`src/verilog/pkg_idle_pkg.sv`:
```
// Shared encodings, register map and reset values for the idle resolver.
package pkg_idle_pkg;
  // Core idle levels, ordered shallow to deep.
  localparam logic [2:0] CORE_LEVEL_0  = 3'h0;
  localparam logic [2:0] CORE_LEVEL_1  = 3'h1;
  localparam logic [2:0] CORE_LEVEL_6  = 3'h2;
  localparam logic [2:0] CORE_LEVEL_7  = 3'h3;
  localparam logic [2:0] CORE_LEVEL_8  = 3'h4;
  localparam logic [2:0] CORE_LEVEL_9  = 3'h5;
  localparam logic [2:0] CORE_LEVEL_10 = 3'h6;
  // Package idle targets, ordered shallow to deep.
  localparam logic [3:0] PKG_ACTIVE          = 4'h0;
  localparam logic [3:0] PKG_LEVEL_2         = 4'h1;
  localparam logic [3:0] PKG_LEVEL_3         = 4'h2;
  localparam logic [3:0] PKG_LEVEL_6         = 4'h3;
  localparam logic [3:0] PKG_LEVEL_7         = 4'h4;
  localparam logic [3:0] PKG_LEVEL_7_FLUSHED = 4'h5;
  localparam logic [3:0] PKG_LEVEL_8         = 4'h6;
  localparam logic [3:0] PKG_LEVEL_9         = 4'h7;
  localparam logic [3:0] PKG_LEVEL_10        = 4'h8;
  // Register byte offsets.
  localparam logic [7:0] CTRL_OFS    = 8'h00;
  localparam logic [7:0] CORE_EN_OFS = 8'h04;
  localparam logic [7:0] STATUS_OFS  = 8'h08;
  // Control register fields and reset value.
  localparam int CTRL_LIMIT_LSB  = 0;
  localparam int CTRL_DRIVER_BIT = 4;
  localparam int CTRL_COMP_BIT   = 5;
  localparam int CTRL_PIPE_BIT   = 6;
  localparam int CTRL_SR_BIT     = 7;
  localparam int CTRL_GFX_BIT    = 8;
  localparam logic [31:0] CTRL_RESET = 32'h0000_0188;
  // Status register fields.
  localparam int ST_TARGET_LSB = 0;
  localparam int ST_DISP_LSB   = 4;
  localparam int ST_SR_BIT     = 11;
  localparam int ST_COMP_BIT   = 12;
  localparam int ST_PIPE_LSB   = 16;
  // Bus responses.
  localparam logic [1:0] RESP_OKAY   = 2'h0;
  localparam logic [1:0] RESP_SLVERR = 2'h2;
  // Display power levels.
  typedef enum logic [6:0] {
    DISP_LEVEL_0 = 7'h01,
    DISP_LEVEL_1 = 7'h02,
    DISP_LEVEL_2 = 7'h04,
    DISP_LEVEL_3 = 7'h08,
    DISP_LEVEL_4 = 7'h10,
    DISP_LEVEL_5 = 7'h20,
    DISP_LEVEL_6 = 7'h40
  } disp_state_e;
endpackage

```
`src/verilog/pkg_idle_state_resolver.sv`:
```
// Package idle resolver with display power control and AXI4-Lite registers.
// Summary of operation
// - Active graphics, any enabled core at level 0 or 1, or active limit -> active.
// - Graphics asleep, cores at level 6 or deeper, limit level 2 -> level 2.
// - Graphics asleep, cores at level 6 or deeper, limit level 3 -> level 3.
// - Graphics asleep, cores at level 6 and limit allowing it -> level 6.
// - Same for level 7 while the cache is not fully flushed.
// - Level 7 conditions with a fully flushed cache select flushed level 7.
// - Cores at level 8 and limit allowing it give package level 8.
// - Cores at level 9 and limit allowing it give package level 9.
// - Level 10 needs all enabled cores flushed, otherwise level 9.
// - At package level 3 or deeper, memory may enter self-refresh.
// - Display level 0 and 1 keep all wells on; level 1 allows latency.
// - Level 2 drops external wells; level 3 also turns I/O off.
// - Idle display passes transition level 4 before reaching level 5.
// - Display level 6 only when display and system agent are idle.
// - Refresh traffic compression only with a single active pipe.
// - Single display without scaling powers off all inactive pipes.
`timescale 1ns/1ps
module pkg_idle_state_resolver #(
  parameter int NCORE = 4,
  parameter int NPIPE = 3
) (
  input  wire logic               aclk,
  input  wire logic               aresetn,
  input  wire logic [7:0]         awaddr,
  input  wire logic               awvalid,
  output logic                    awready,
  input  wire logic [31:0]        wdata,
  input  wire logic [3:0]         wstrb,
  input  wire logic               wvalid,
  output logic                    wready,
  output logic [1:0]              bresp,
  output logic                    bvalid,
  input  wire logic               bready,
  input  wire logic [7:0]         araddr,
  input  wire logic               arvalid,
  output logic                    arready,
  output logic [31:0]             rdata,
  output logic [1:0]              rresp,
  output logic                    rvalid,
  input  wire logic               rready,
  input  wire logic               gfx_render_sleep,
  input  wire logic [NCORE*3-1:0] core_state,
  input  wire logic [NCORE-1:0]   save_memory_flushed,
  input  wire logic               llc_flushed,
  input  wire logic               display_req_pending,
  input  wire logic               io_mem_traffic,
  input  wire logic               display_idle,
  input  wire logic               sa_idle,
  input  wire logic               panel_self_refresh,
  input  wire logic               ext_display,
  input  wire logic [NPIPE-1:0]   pipe_req,
  input  wire logic               scaling_on,
  output logic [3:0]              pkg_target,
  output logic                    mem_self_refresh,
  output logic [6:0]              disp_level,
  output logic                    ext_well_on,
  output logic                    int_well_on,
  output logic                    io_power_on,
  output logic                    main_power_on,
  output logic                    latency_tolerance_report,
  output logic                    ltr_at_max,
  output logic                    refresh_traffic_compression,
  output logic [NPIPE-1:0]        pipe_power
);
  typedef struct packed {
    logic                    awready;
    logic                    wready;
    logic                    bvalid;
    logic [1:0]              bresp;
    logic                    aw_got;
    logic                    w_got;
    logic [7:0]              awaddr;
    logic [31:0]             wdata;
    logic [3:0]              wstrb;
    logic                    arready;
    logic                    rvalid;
    logic [1:0]              rresp;
    logic [31:0]             rdata;
    logic [31:0]             ctrl;
    logic [NCORE-1:0]        core_en;
    logic [3:0]              target;
    pkg_idle_pkg::disp_state_e disp;
    logic                    sr;
    logic                    comp;
    logic [NPIPE-1:0]        pipe_pwr;
    logic                    ext_well;
    logic                    int_well;
    logic                    io_on;
    logic                    main_pwr;
    logic                    ltr_ok;
    logic                    ltr_max;
  } state_s;

  state_s     s_r;
  state_s     s_nxt;
  logic [3:0] target_now;
  logic [31:0] status_word;

  // --------------------------------------------------------------------
  // Target selection
  // --------------------------------------------------------------------
  // The resolver sees the live inputs and the configured limit.
  pkg_target_resolver #(.NCORE(NCORE)) u_resolver (
    .gfx_render_sleep    (gfx_render_sleep),
    .core_state          (core_state),
    .core_en             (s_r.core_en),
    .save_memory_flushed (save_memory_flushed),
    .llc_flushed         (llc_flushed),
    .limit               (s_r.ctrl[pkg_idle_pkg::CTRL_LIMIT_LSB +: 4]),
    .target              (target_now)
  );

  // Merges write data into an old word under the byte strobes.
  function automatic logic [31:0] merge(input logic [31:0] old,
                                        input logic [31:0] data,
                                        input logic [3:0]  strb);
    logic [31:0] m;
    m = old;
    for (int i = 0; i < 4; i++) begin
      if (strb[i]) begin
        m[i*8 +: 8] = data[i*8 +: 8];
      end
    end
    return m;
  endfunction

  // --------------------------------------------------------------------
  // Read-back of the block's own state
  // --------------------------------------------------------------------
  // Status word collects target, display level and power decisions.
  always_comb begin
    status_word = 32'h0000_0000;
    status_word[pkg_idle_pkg::ST_TARGET_LSB +: 4] = s_r.target;
    status_word[pkg_idle_pkg::ST_DISP_LSB +: 7]   = s_r.disp;
    status_word[pkg_idle_pkg::ST_SR_BIT]          = s_r.sr;
    status_word[pkg_idle_pkg::ST_COMP_BIT]        = s_r.comp;
    status_word[pkg_idle_pkg::ST_PIPE_LSB +: NPIPE] = s_r.pipe_pwr;
  end

  // --------------------------------------------------------------------
  // Next state of the whole block
  // --------------------------------------------------------------------
  // Bus slave, display sequencing and power decisions in one pass.
  always_comb begin
    logic        aw_hs;
    logic        w_hs;
    logic [7:0]  wa;
    logic [31:0] wd;
    logic [3:0]  ws;
    logic        gfx_ok;
    logic        single;
    aw_hs  = awvalid && s_r.awready;
    w_hs   = wvalid && s_r.wready;
    wa     = aw_hs ? awaddr : s_r.awaddr;
    wd     = w_hs ? wdata : s_r.wdata;
    ws     = w_hs ? wstrb : s_r.wstrb;
    gfx_ok = 1'b0;
    single = $onehot(pipe_req);
    s_nxt  = s_r;
    // Write channel: address and data are held until both are present.
    if (s_r.bvalid && bready) begin
      s_nxt.bvalid = 1'b0;
    end
    if (aw_hs) begin
      s_nxt.aw_got = 1'b1;
      s_nxt.awaddr = awaddr;
    end
    if (w_hs) begin
      s_nxt.w_got = 1'b1;
      s_nxt.wdata = wdata;
      s_nxt.wstrb = wstrb;
    end
    if (s_nxt.aw_got && s_nxt.w_got && !s_nxt.bvalid) begin
      s_nxt.aw_got = 1'b0;
      s_nxt.w_got  = 1'b0;
      s_nxt.bvalid = 1'b1;
      s_nxt.bresp  = pkg_idle_pkg::RESP_OKAY;
      if (wa[7:2] == pkg_idle_pkg::CTRL_OFS[7:2]) begin
        s_nxt.ctrl = merge(s_r.ctrl, wd, ws);
      end else if (wa[7:2] == pkg_idle_pkg::CORE_EN_OFS[7:2]) begin
        s_nxt.core_en = NCORE'(merge(32'(s_r.core_en), wd, ws));
      end else if (wa[7:2] != pkg_idle_pkg::STATUS_OFS[7:2]) begin
        s_nxt.bresp = pkg_idle_pkg::RESP_SLVERR;
      end
    end
    s_nxt.awready = !s_nxt.aw_got && !s_nxt.bvalid;
    s_nxt.wready  = !s_nxt.w_got && !s_nxt.bvalid;
    // Read channel: one read at a time, answered the cycle after.
    if (s_r.rvalid && rready) begin
      s_nxt.rvalid = 1'b0;
    end
    if (arvalid && s_r.arready) begin
      s_nxt.rvalid = 1'b1;
      s_nxt.rresp  = pkg_idle_pkg::RESP_OKAY;
      if (araddr[7:2] == pkg_idle_pkg::CTRL_OFS[7:2]) begin
        s_nxt.rdata = s_r.ctrl;
      end else if (araddr[7:2] == pkg_idle_pkg::CORE_EN_OFS[7:2]) begin
        s_nxt.rdata = 32'(s_r.core_en);
      end else if (araddr[7:2] == pkg_idle_pkg::STATUS_OFS[7:2]) begin
        s_nxt.rdata = status_word;
      end else begin
        s_nxt.rdata = 32'h0000_0000;
        s_nxt.rresp = pkg_idle_pkg::RESP_SLVERR;
      end
    end
    s_nxt.arready = !s_nxt.rvalid;
    // Package target follows the inputs every cycle.
    s_nxt.target = target_now;
    // Self-refresh only in deep package levels with quiet memory users.
    if (!s_r.ctrl[pkg_idle_pkg::CTRL_GFX_BIT]) begin
      gfx_ok = 1'b1;
    end else begin
      gfx_ok = gfx_render_sleep && !display_req_pending;
    end
    s_nxt.sr = s_r.ctrl[pkg_idle_pkg::CTRL_SR_BIT] && gfx_ok &&
               !io_mem_traffic &&
               s_r.target >= pkg_idle_pkg::PKG_LEVEL_3;
    // Display level sequencing.
    if (!s_r.ctrl[pkg_idle_pkg::CTRL_DRIVER_BIT]) begin
      s_nxt.disp = pkg_idle_pkg::DISP_LEVEL_0;
    end else if (display_idle) begin
      case (s_r.disp)
        pkg_idle_pkg::DISP_LEVEL_4: begin
          s_nxt.disp = pkg_idle_pkg::DISP_LEVEL_5;
        end
        pkg_idle_pkg::DISP_LEVEL_5,
        pkg_idle_pkg::DISP_LEVEL_6: begin
          s_nxt.disp = sa_idle ? pkg_idle_pkg::DISP_LEVEL_6
                               : pkg_idle_pkg::DISP_LEVEL_5;
        end
        default: begin
          s_nxt.disp = pkg_idle_pkg::DISP_LEVEL_4;
        end
      endcase
    end else if (panel_self_refresh || pipe_req == '0) begin
      s_nxt.disp = pkg_idle_pkg::DISP_LEVEL_3;
    end else if (ext_display) begin
      s_nxt.disp = pkg_idle_pkg::DISP_LEVEL_1;
    end else begin
      s_nxt.disp = pkg_idle_pkg::DISP_LEVEL_2;
    end
    // Power wells follow the next display level so they stay aligned.
    s_nxt.ext_well = 1'b1;
    s_nxt.int_well = 1'b1;
    s_nxt.io_on    = 1'b1;
    s_nxt.main_pwr = 1'b1;
    s_nxt.ltr_ok   = 1'b0;
    s_nxt.ltr_max  = 1'b0;
    case (s_nxt.disp)
      pkg_idle_pkg::DISP_LEVEL_0: begin
        s_nxt.ltr_ok = 1'b0;
      end
      pkg_idle_pkg::DISP_LEVEL_1: begin
        s_nxt.ltr_ok = 1'b1;
      end
      pkg_idle_pkg::DISP_LEVEL_2: begin
        s_nxt.ext_well = 1'b0;
        s_nxt.ltr_ok   = 1'b1;
      end
      pkg_idle_pkg::DISP_LEVEL_3,
      pkg_idle_pkg::DISP_LEVEL_4: begin
        s_nxt.ext_well = 1'b0;
        s_nxt.io_on    = 1'b0;
        s_nxt.ltr_ok   = 1'b1;
        s_nxt.ltr_max  = 1'b1;
      end
      pkg_idle_pkg::DISP_LEVEL_5: begin
        s_nxt.ext_well = 1'b0;
        s_nxt.io_on    = 1'b0;
        s_nxt.int_well = 1'b0;
        s_nxt.ltr_ok   = 1'b1;
        s_nxt.ltr_max  = 1'b1;
      end
      pkg_idle_pkg::DISP_LEVEL_6: begin
        s_nxt.ext_well = 1'b0;
        s_nxt.io_on    = 1'b0;
        s_nxt.int_well = 1'b0;
        s_nxt.main_pwr = 1'b0;
        s_nxt.ltr_ok   = 1'b1;
        s_nxt.ltr_max  = 1'b1;
      end
      default: begin
        s_nxt.ltr_ok = 1'b0;
      end
    endcase
    // Pipe power and compression depend on a single active pipe.
    s_nxt.comp = s_r.ctrl[pkg_idle_pkg::CTRL_COMP_BIT] && single;
    if (s_r.ctrl[pkg_idle_pkg::CTRL_PIPE_BIT] && single && !scaling_on) begin
      s_nxt.pipe_pwr = pipe_req;
    end else begin
      s_nxt.pipe_pwr = '1;
    end
  end

  // --------------------------------------------------------------------
  // State register
  // --------------------------------------------------------------------
  // Synchronous reset to a quiet bus and a fully powered display.
  always_ff @(posedge aclk) begin
    if (!aresetn) begin
      s_r          <= '0;
      s_r.awready  <= 1'b1;
      s_r.wready   <= 1'b1;
      s_r.arready  <= 1'b1;
      s_r.ctrl     <= pkg_idle_pkg::CTRL_RESET;
      s_r.core_en  <= '1;
      s_r.disp     <= pkg_idle_pkg::DISP_LEVEL_0;
      s_r.pipe_pwr <= '1;
      s_r.ext_well <= 1'b1;
      s_r.int_well <= 1'b1;
      s_r.io_on    <= 1'b1;
      s_r.main_pwr <= 1'b1;
    end else begin
      s_r <= s_nxt;
    end
  end

  // Outputs come straight from the state register.
  assign awready = s_r.awready;
  assign wready  = s_r.wready;
  assign bvalid  = s_r.bvalid;
  assign bresp   = s_r.bresp;
  assign arready = s_r.arready;
  assign rvalid  = s_r.rvalid;
  assign rresp   = s_r.rresp;
  assign rdata   = s_r.rdata;
  assign pkg_target       = s_r.target;
  assign mem_self_refresh = s_r.sr;
  assign disp_level       = s_r.disp;
  assign ext_well_on      = s_r.ext_well;
  assign int_well_on      = s_r.int_well;
  assign io_power_on      = s_r.io_on;
  assign main_power_on    = s_r.main_pwr;
  assign latency_tolerance_report    = s_r.ltr_ok;
  assign ltr_at_max                  = s_r.ltr_max;
  assign refresh_traffic_compression = s_r.comp;
  assign pipe_power                  = s_r.pipe_pwr;

  // --------------------------------------------------------------------
  // Checks
  // --------------------------------------------------------------------
  // Helpers: any enabled core shallow, all enabled cores flushed.
  logic shallow_hit;
  logic all_flushed;
  always_comb begin
    shallow_hit = 1'b0;
    all_flushed = 1'b1;
    for (int i = 0; i < NCORE; i++) begin
      if (s_r.core_en[i] &&
          core_state[i*3 +: 3] <= pkg_idle_pkg::CORE_LEVEL_1) begin
        shallow_hit = 1'b1;
      end
      if (s_r.core_en[i] && !save_memory_flushed[i]) begin
        all_flushed = 1'b0;
      end
    end
  end
endmodule

```
`src/verilog/pkg_target_resolver.sv`:
```
// Combinational package idle target selection from core and graphics state.
`timescale 1ns/1ps
module pkg_target_resolver #(
  parameter int NCORE = 4
) (
  input  wire logic               gfx_render_sleep,
  input  wire logic [NCORE*3-1:0] core_state,
  input  wire logic [NCORE-1:0]   core_en,
  input  wire logic [NCORE-1:0]   save_memory_flushed,
  input  wire logic               llc_flushed,
  input  wire logic [3:0]         limit,
  output logic      [3:0]         target
);
  logic [2:0] lvl   [NCORE:0];
  logic       flush [NCORE:0];
  logic [3:0] cap;
  logic [3:0] pick;

  // Per-core chain finds the shallowest enabled core and the flush state.
  assign lvl[0]   = pkg_idle_pkg::CORE_LEVEL_10;
  assign flush[0] = 1'b1;
  for (genvar i = 0; i < NCORE; i++) begin : g_core
    logic [2:0] c;
    assign c = core_en[i] ? core_state[i*3 +: 3]
                          : pkg_idle_pkg::CORE_LEVEL_10;
    assign lvl[i+1]   = (c < lvl[i]) ? c : lvl[i];
    assign flush[i+1] = flush[i] & (save_memory_flushed[i] | ~core_en[i]);
  end

  // Deepest level the cores allow, then bounded by the limit.
  always_comb begin
    case (lvl[NCORE])
      pkg_idle_pkg::CORE_LEVEL_6:  cap = pkg_idle_pkg::PKG_LEVEL_6;
      pkg_idle_pkg::CORE_LEVEL_7:  cap = pkg_idle_pkg::PKG_LEVEL_7;
      pkg_idle_pkg::CORE_LEVEL_8:  cap = pkg_idle_pkg::PKG_LEVEL_8;
      pkg_idle_pkg::CORE_LEVEL_9:  cap = pkg_idle_pkg::PKG_LEVEL_9;
      pkg_idle_pkg::CORE_LEVEL_10: cap = flush[NCORE] ?
          pkg_idle_pkg::PKG_LEVEL_10 : pkg_idle_pkg::PKG_LEVEL_9;
      default:                     cap = pkg_idle_pkg::PKG_ACTIVE;
    endcase
    // A limit at the flushed level caps like the plain level seven.
    pick = (limit == pkg_idle_pkg::PKG_LEVEL_7_FLUSHED) ?
           pkg_idle_pkg::PKG_LEVEL_7 : limit;
    pick = (cap < pick) ? cap : pick;
    if (pick == pkg_idle_pkg::PKG_LEVEL_7 && llc_flushed) begin
      pick = pkg_idle_pkg::PKG_LEVEL_7_FLUSHED;
    end
    if (!gfx_render_sleep || lvl[NCORE] <= pkg_idle_pkg::CORE_LEVEL_1 ||
        limit == pkg_idle_pkg::PKG_ACTIVE) begin
      pick = pkg_idle_pkg::PKG_ACTIVE;
    end
    target = pick;
  end
endmodule
```
`config.mk`:
```
export PLATFORM = sky130hd
export DESIGN_NAME = pkg_idle_state_resolver
export DESIGN_NICKNAME = d
export VERILOG_FILES = /design/src/verilog/pkg_idle_pkg.sv /design/src/verilog/pkg_idle_state_resolver.sv /design/src/verilog/pkg_target_resolver.sv
export SDC_FILE = /design/constraint.sdc
export NUM_CORES = 1
export LEC_CHECK = 0
export BUFFER_PORTS_ARGS = -buffer_cell sky130_fd_sc_hd__buf_2
export CAP_MARGIN = 10
export CELL_PAD_IN_SITES_DETAIL_PLACEMENT = 2
export CELL_PAD_IN_SITES_GLOBAL_PLACEMENT = 2
export CORE_ASPECT_RATIO = 0.8
export CORE_MARGIN = 4
export CORE_UTILIZATION = 29
export CTS_CLUSTER_SIZE = 8
export DETAILED_ROUTE_END_ITERATION = 8
export PLACE_DENSITY_LB_ADDON = 0.05
export RECOVER_POWER = 25
export SLEW_MARGIN = 20
export SYNTH_ARGS = -nofsm -noshare
export SYNTH_HDL_FRONTEND = slang
export SYNTH_SLANG_ARGS = --single-unit
export TNS_END_PERCENT = 5
```
`constraint.sdc`:
```
create_clock -name aclk -period 5.9 [get_ports aclk]
set_clock_uncertainty 0.15 [all_clocks]
set_input_delay 0.295 -clock aclk [delete_from_list [all_inputs] [get_ports aclk]]
set_output_delay 0.295 -clock aclk [all_outputs]
set_load 0.01 [all_outputs]
```
==> results of run 1 <==
[kinds of logic after synthesis]
group	after synthesis	share of synthesized area (%)
AO/OA/AOI/OAI	120	15.26
adder cells (fa/ha/maj)	12	2.471
AND/OR/NAND/NOR	239	18.75
other	1	0.05878
buffers and inverters	105	9.139
multiplexers	61	9.806
flip-flops	141	44.24
XOR/XNOR	2	0.2746
[path summary, 6_finish.rpt]
| check | from | to | slack (ps) | cells past startpoint |
|---|---|---|---|---|
| min reg2reg | rdata[23] | rdata[23] | 320 | 2 |
| max | s_r[23] | pkg_target[0] | 190 | 25 |
| min | wdata[17] | s_r[115] | 20 | 3 |
| max reg2reg | s_r[23] | pkg_target[0] | 190 | 25 |
[layer usage]
layer	vias to the layer above	track usage [%]	routed length (um)
met4	0	4.332	173
met1	2547	19.20	8680
li1	2512	-	-
met2	96	27.24	9566
met5	-	0	0
met3	13	3.914	786
[final cells by class]
class / instances / area, um2 / area share (%)
tap: 275 / 344.1 / 4.397
clock inverter: 13 / 142.6 / 1.823
inverter: 22 / 82.58 / 1.055
timing repair buffer: 174 / 932.1 / 11.91
clock buffer: 18 / 429.2 / 5.484
multi-input combinational: 436 / 3068 / 39.21
sequential: 141 / 2826 / 36.12
[timing repair]
action,4_1_cts,5_1_grt
buffers inserted,2,7
gates resized for setup,3,12
pin swaps,1,8
hold buffers,15,0
endpoints found under the setup margin,1,3
endpoints found under the hold margin,16,0
[registers in the layout, indices dropped and copies added (netlist names), 3 cells and up]
| name | cells |
|---|---|
| pipe_power | 3 |
| s_r | 80 |
| pkg_target | 4 |
| disp_level | 7 |
| rdata | 32 |
[power breakdown]
group | internal, W | total, W | switching [W]
clock network | 0.000622 | 0.00104 | 0.000422
logic | 0.000171 | 0.000385 | 0.000214
registers | 0.00101 | 0.00103 | 0.0000268
total | 0.00180 | 0.00246 | 0.000662
[placed cells by master, fill, tap and decap left out, types with 3 or more instances in the layout]
master	count
a221oi_1	4
nor4_1	4
buf_2	97
buf_4	17
clkbuf_16	17
clkbuf_1	46
nand2_1	79
or2b_1	4
nand3_1	18
a21oi_1	23
nand2b_1	8
nor3_1	18
dlygate4sd3_1	15
clkinvlp_4	5
a21oi_2	3
a21boi_0	21
ha_1	10
inv_1	22
o21ai_0	9
o21a_1	4
o211ai_1	3
and2_1	6
nor2_2	5
mux2_2	4
nor2_1	24
nand3b_1	3
dfxtp_1	140
mux2i_1	54
nor2b_1	52
o211a_1	28
[per-stage QoR]
step / instances / TNS, ps / hold slack (ps)
after floorplan: 682 / 0 / 224.3
after global placement: 1024 / 0 / 301.6
after detailed placement: 1024 / -195.1 / 315.0
after CTS: 1072 / 0 / 1.691
after global routing: 1079 / -92.56 / 22.71
final: 1079 / 0 / 18.18
[worst max-delay path: cells and delay by family (launching register included)]
family / cells / cell delay [ps]
DFF: 1 / 370
and+or+nand+nor: 6 / 1030
AOI/OAI and AO/OA: 11 / 1960
muxes: 3 / 980
adders and majority gates: 4 / 1040
buffers and inverters: 1 / 60
==> results.cfg, run 1 <==
[sta]
fin_crit_sh_pct = 96.76
min_period_ps = 5709
setup_ws_ps = 190.9
hold_viol_final = 0
setup_viol_count_final = 0
fmax_ghz = 0.1752
slew_headroom_pct = 27.96
slew_viol_final = 0
tightestPinTransition_ps = 1077

[grt]
grt_overflow = 0
antenna_found_initial = 0
grt_usage_pct = 15.60
grt_pass1_wl_um = 30440
grt_max_degree = 96
grt_pass1_vias = 5709

[synthesis]
synth-main-ff-cell = dfxtp_1
synth_edf_count = 0
seq_area_frac_synth_pct = 44.24
synth.largest_area_cell = dfxtp_1
synth_top_area_share_pct = 44.24
syn_inst = 681
synthTopCellsByArea = dfxtp_1 (44%), mux2i_1 (8.6%), buf_4 (5.9%), nor2b_1 (5.1%), nand2_1 (4.8%)
yosysMostFrequentCell = dfxtp_1
yosysUniqueCellTypes = 63
ys_seq_elements = 141
synth_warnings = 0
async_flop_share_pct = 0
synth_area_per_cell_um2 = 9.368
mappedNetlistArea_um2 = 6380
yosys-top-cells-count = dfxtp_1 (141), nand2_1 (81), mux2i_1 (55), nor2b_1 (52), buf_4 (50)

[worst_setup_path]
required_ps = 6050
crit_arrival_ps = 5860
path_common_cell = ha_1
worstSetupEndpointType = flop
slowest_delay_ps = 370
path_class = flop to flop
crit_fanout = 6
startpoint_type = flop
crit_slowest_cell = dfxtp_4

[die]
fp.dieW_um = 173.8
fp.dieArea_um2 = 24450
die_height_um = 140.7
core_um2 = 21620
num_rows = 48
start_util_pct = 29.51
ios = 150

[layout]
fin_util_pct = 36.19
postLayoutCellArea_um2 = 7825
area_growth_pct = 22.65
nFillCells = 2411
final_layout_size_suffix_gt1_share_pct = 22.26
antenna_cells = 0
nets = 891

[drt]
remaining_drc_errors = 0
vias = 5168
wl_per_cell_um = 17.80
drtIter0Drc = 124
drt_first_pass_iters = 4
routed_wl_um = 19210
ant_nets = 0
avgViaCountPerCell = 4.790

[cts]
clock_path_buffers = 2
cts_root_buffer = clkbuf_16
clock_latency_ps = 410
htree_levels = 4
cts_buffers = 17
path_clk_slew_ps = 60
cts_sinks = 141
cts_tree = done

[hold_path]
worstHoldPathType = primary input to flop

[power_and_ir_drop]
power_density_nw_per_um2 = 314.7
leakage_nw = 3.527
peakVddDrop_uv = 176.9
power_w = 0.002462

[placement]
placedInstanceArea_um2 = 7005
io_buffers = 143
dp_hpwl_um = 13740
place_ws_ps = -195.1
gp_congestion = 0.7434

[outcome]
status = finished clean

[job]
maxCapViolations = 0
(Power assumes the default switching activity.)
==> inputs of run 2 (changes only) <==
--- a/config.mk
+++ b/config.mk
@@ -14,7 +14,7 @@
 export CORE_UTILIZATION = 29
 export CTS_CLUSTER_SIZE = 8
 export DETAILED_ROUTE_END_ITERATION = 8
-export PLACE_DENSITY_LB_ADDON = 0.05
+export PLACE_DENSITY_LB_ADDON = 0.3
 export RECOVER_POWER = 25
 export SLEW_MARGIN = 20
 export SYNTH_ARGS = -nofsm -noshare
==> results.cfg, run 2 (synthesized netlist as in run 1, its figures left out) <==
[outcome]
status = finished with violations
violations = capacitance limit, slew limit

[power_and_ir_drop]
power_w = 0.002566
peakVddDrop_uv = 199.8
power_density_nw_per_um2 = 328.4
leakage_nw = 3.542

[die]
die_height_um = 140.7
start_util_pct = 29.51
ios = 150
core_um2 = 21620
num_rows = 48
fp.dieW_um = 173.8
fp.dieArea_um2 = 24450

[placement]
dp.cells = 1024
place_ws_ps = -179.4
gp_congestion = 0.7670
dp_hpwl_um = 13760
io_buffers = 143

[sta]
min_period_ps = 5709
setup_ws_ps = 190.7
tightestPinTransition_ps = 4532
slew_headroom_pct = -202.2
fmax_ghz = 0.1752
setup_tns_ps = 0
slew_viol_final = 120
hold_viol_final = 0
fin_crit_sh_pct = 96.77
setup_viol_count_final = 0

[grt]
grt_pass1_wl_um = 31280
grt_usage_pct = 15.92
grt_max_degree = 120
antenna_found_initial = 0
grt_overflow = 0
grt_pass1_vias = 5717

[layout]
nets = 884
largest_reg_flops = 80
final_layout_size_suffix_gt1_share_pct = 22.56
layout_common_cells = dfxtp_1 (140), buf_2 (101), nand2_1 (79), mux2i_1 (54), nor2b_1 (52)
top_register = s_r
layout.cells.non_filler = 1073
layout_commonest_cell = dfxtp_1
area_growth_pct = 22.46
antenna_cells = 0

[worst_setup_path]
slowest_delay_ps = 340
ff2ff_path_depth = 25
path_class = flop to flop
path_common_cell = ha_1
worstSetupEndpointType = flop
crit_arrival_ps = 5870
required_ps = 6060
crit_fanout = 5
crit_slowest_cell = dfxtp_2
startpoint_type = flop

[job]
maxCapViolations = 1

[drt]
drt_first_pass_iters = 4
routed_wl_um = 19640
drtIter0Drc = 170
remaining_drc_errors = 0
ant_nets = 0
avgViaCountPerCell = 4.797
wl_per_cell_um = 18.30
vias = 5147

[cts]
path_clk_slew_ps = 60
cts_sinks = 141
cts_root_buffer = clkbuf_16
htree_levels = 4
cts_buffers = 17
clock_latency_ps = 420
clock_path_buffers = 2
cts_tree = done

[hold_path]
holdPathStages = 3
worstHoldPathType = primary input to flop
==> run 2: cell count changes in the layout (fill, tap and decap cells not counted), moves of 2 or more <==
cell / before / now
bufinv_16: 2 / 4
buf_4: 17 / 11
buf_2: 97 / 101
clkbuf_1: 46 / 43
dlygate4sd3_1: 15 / 13
nor2_2: 5 / 7
nor2_1: 24 / 22
clkinvlp_4: 5 / 3
==> run 2: power breakdown <==
part	switching, W	leakage [nW]	total [W]	internal [W]
registers	0.0000274	1.15	0.00104	0.00101
clock network	0.000434	0.297	0.00114	0.000709
logic	0.000220	2.10	0.000388	0.000168
total	0.000681	3.54	0.00257	0.00188
==> run 2: final cells by class <==
| type | instances | area, um2 |
|---|---|---|
| fillers | 2417 | 13810 |
| repair buffers | 167 | 875.8 |
| clock buffers | 18 | 429.2 |
| multi-input cells | 436 | 3064 |
| clock inverters | 14 | 192.7 |
| flip-flops and latches | 141 | 2824 |
| well taps | 275 | 344.1 |
| inverters | 22 | 82.58 |
==> run 2: worst paths after layout <==
check | start | endpoint | slack (ps)
worst max-delay path | s_r[23] | pkg_target[0] | 190
worst max register to register | s_r[23] | pkg_target[0] | 190
worst min register to register | s_r[56] | rdata[30] | 320
worst min-delay path | wdata[29] | s_r[127] | 8
==> run 2: critical path, delay by kind of cell, from the launching register on <==
| family | cells | cell delay [ps] |
|---|---|---|
| flip-flops | 1 | 340 |
| multiplexers | 3 | 960 |
| buffers and inverters | 1 | 60 |
| adder cells (fa/ha/maj) | 4 | 1070 |
| AND/OR/NAND/NOR | 6 | 1100 |
| AO/OA/AOI/OAI | 11 | 1890 |
==> run 2: what timing repair did <==
action / CTS / global route
setup buffers: 1 / 3
resized for setup: 3 / 12
gates cloned: 0 / 0
endpoints found under the setup margin: 1 / 3
endpoints found under the hold margin: 16 / 0
pin swaps: 2 / 6
hold buffers: 13 / 0
==> run 2: metrics by stage <==
step                hold slack, ps  utilization (%)  area [um2]
CTS                         0.8721            35.97        7777
finish                       8.189            36.13        7812
floorplan                    224.3                -        6384
global placement             300.2            32.40        7005
detailed placement           313.8            32.40        7005
global route                 26.66            36.13        7812
==> run 2: per-layer routing <==
metal  wire, um  GRT usage (%)  vias up  share of wire, %
met3        670          2.949       19               3.4
li1           -              -     2497                 -
met2       9768          28.10       98                50
met1       8967          20.04     2533                46
met4        231          4.332        0               1.2
met5          0              0        -                 0
==> inputs of run 3 (changes only) <==
--- a/config.mk
+++ b/config.mk
@@ -10,7 +10,7 @@
 export CELL_PAD_IN_SITES_DETAIL_PLACEMENT = 2
 export CELL_PAD_IN_SITES_GLOBAL_PLACEMENT = 2
 export CORE_ASPECT_RATIO = 0.8
-export CORE_MARGIN = 4
+export CORE_MARGIN = 2
 export CORE_UTILIZATION = 29
 export CTS_CLUSTER_SIZE = 8
 export DETAILED_ROUTE_END_ITERATION = 8
==> results.cfg, run 3 (synthesized netlist as in run 1, its figures left out) <==
[die]
fp.dieW_um = 169.8
core_um2 = 21560
ios = 150
start_util_pct = 29.59
fp.dieArea_um2 = 23210
num_rows = 48
die_height_um = 136.7

[layout]
layout_common_cells = dfxtp_1 (140), buf_2 (102), nand2_1 (79), mux2i_1 (55), nor2b_1 (52)
area_growth_pct = 22.57
nets = 888
register_area_um2 = 2824
final_layout_size_suffix_gt1_share_pct = 21.95
largest_reg_flops = 80
multi_input_area_um2 = 3033
layout.cells.non_filler = 1077
layout_commonest_cell = dfxtp_1
nFillCells = 2412
antenna_cells = 0
top_register = s_r

[cts]
cts_sinks = 141
clock_latency_ps = 420
htree_levels = 4
path_clk_slew_ps = 60
clock_path_buffers = 2
cts_buffers = 17
cts_tree = done
cts_root_buffer = clkbuf_16

[outcome]
violations = capacitance limit, slew limit
status = finished with violations

[placement]
gp_congestion = 0.7700
dp.cells = 1025
io_buffers = 143
dp_hpwl_um = 13630
place_ws_ps = -68.08

[power_and_ir_drop]
internal-power_w = 0.001878
peakVddDrop_uv = 179.1
combPwrFrac_pct = 15.0
seq_power_share_pct = 40.6
swShare_pct = 26.29
power_switching_w = 0.0006698
leakage_nw = 3.564
p_clk_share_pct = 44.4
power_density_nw_per_um2 = 325.8
power_w = 0.002548

[hold_path]
holdPathStages = 3
worstHoldPathType = primary input to flop

[grt]
antenna_found_initial = 0
grt_pass1_wl_um = 29730
grt_usage_pct = 16.67
grt_max_degree = 113
grt_pass1_vias = 5522
grt_overflow = 0

[sta]
tightestPinTransition_ps = 4295
fmax_ghz = 0.1755
hold_viol_final = 0
setup_ws_ps = 202.3
min_period_ps = 5698
setup_viol_count_final = 0
fin_crit_sh_pct = 96.57
slew_headroom_pct = -186.3
slew_viol_final = 113

[worst_setup_path]
worstSetupEndpointType = flop
path_delay_family = compound AO/OA/AOI/OAI gates
critPathBufInv = 1
crit_arrival_ps = 5860
worst-path-stages = 25
crit_slowest_cell = dfxtp_2
required_ps = 6060
ff2ff_path_depth = 25
crit_fanout = 5
path_class = flop to flop
startpoint_type = flop
path_common_cell = ha_1
slowest_delay_ps = 330

[drt]
routed_wl_um = 19050
wl_per_cell_um = 17.69
drtIter0Drc = 138
remaining_drc_errors = 0
ant_nets = 0
drt_first_pass_iters = 4
vias = 5108
avgViaCountPerCell = 4.743

[job]
maxCapViolations = 1
## run 3: power groups by stage
stage	clock (W)	sequential (W)	combinational (W)
3_5_place_dp	0	0.00106	0.000363
3_3_place_gp	0	0.00105	0.000339
6_report	0.00113	0.00103	0.000381
5_1_grt	0.00121	0.00104	0.000424
4_1_cts	0.00116	0.00103	0.000375
2_1_floorplan	0	0.00105	0.000251
## run 3: per-layer routing
metal,GRT usage [%],share of wire (%),up-vias,wire (um)
met5,0,0,-,0
met3,3.730,3.1,17,599
li1,-,-,2498,-
met4,4.891,1.1,0,201
met2,28.98,50,85,9453
met1,20.75,46,2508,8796
## run 3: what timing repair did
action	CTS	global route
endpoints found under the setup margin	1	3
pin swaps	1	5
buffers inserted	1	2
hold buffers	17	0
hold endpoints to repair	20	0
resized for setup	1	9
## run 3: worst min-delay path, stage by stage
cell and delay, ps:
buf_2 80, mux2i_1 70, nor2b_1 110
## run 3: worst paths after layout
path,startpoint,to,slack [ps]
worst max-delay path,s_r[23],pkg_target[0],200
worst min-delay path,wdata[17],s_r[115],30
worst min register to register,rdata[21],rdata[21],320
worst max register to register,s_r[23],pkg_target[0],200
## run 3: area by class of cell
class                           count  area share [%]
Multi-Input combinational cell    436           38.78
Sequential cell                   141           36.11
Clock buffer                       20           5.968
Clock inverter                     12           2.000
Timing Repair Buffer              171           11.68
Tap cell                          275           4.400
Inverter                           22           1.056
## run 3: per-stage QoR
stage	hold WS [ps]	util [%]	setup TNS (ps)	cell area [um2]
final	25.85	36.27	0	7820
after CTS	0.07905	36.26	0	7819
after detailed placement	314.0	32.53	-68.08	7013
after global placement	299.5	32.53	0	7013
after global routing	13.33	36.27	-24.00	7820
after floorplan	224.3	-	0	6384
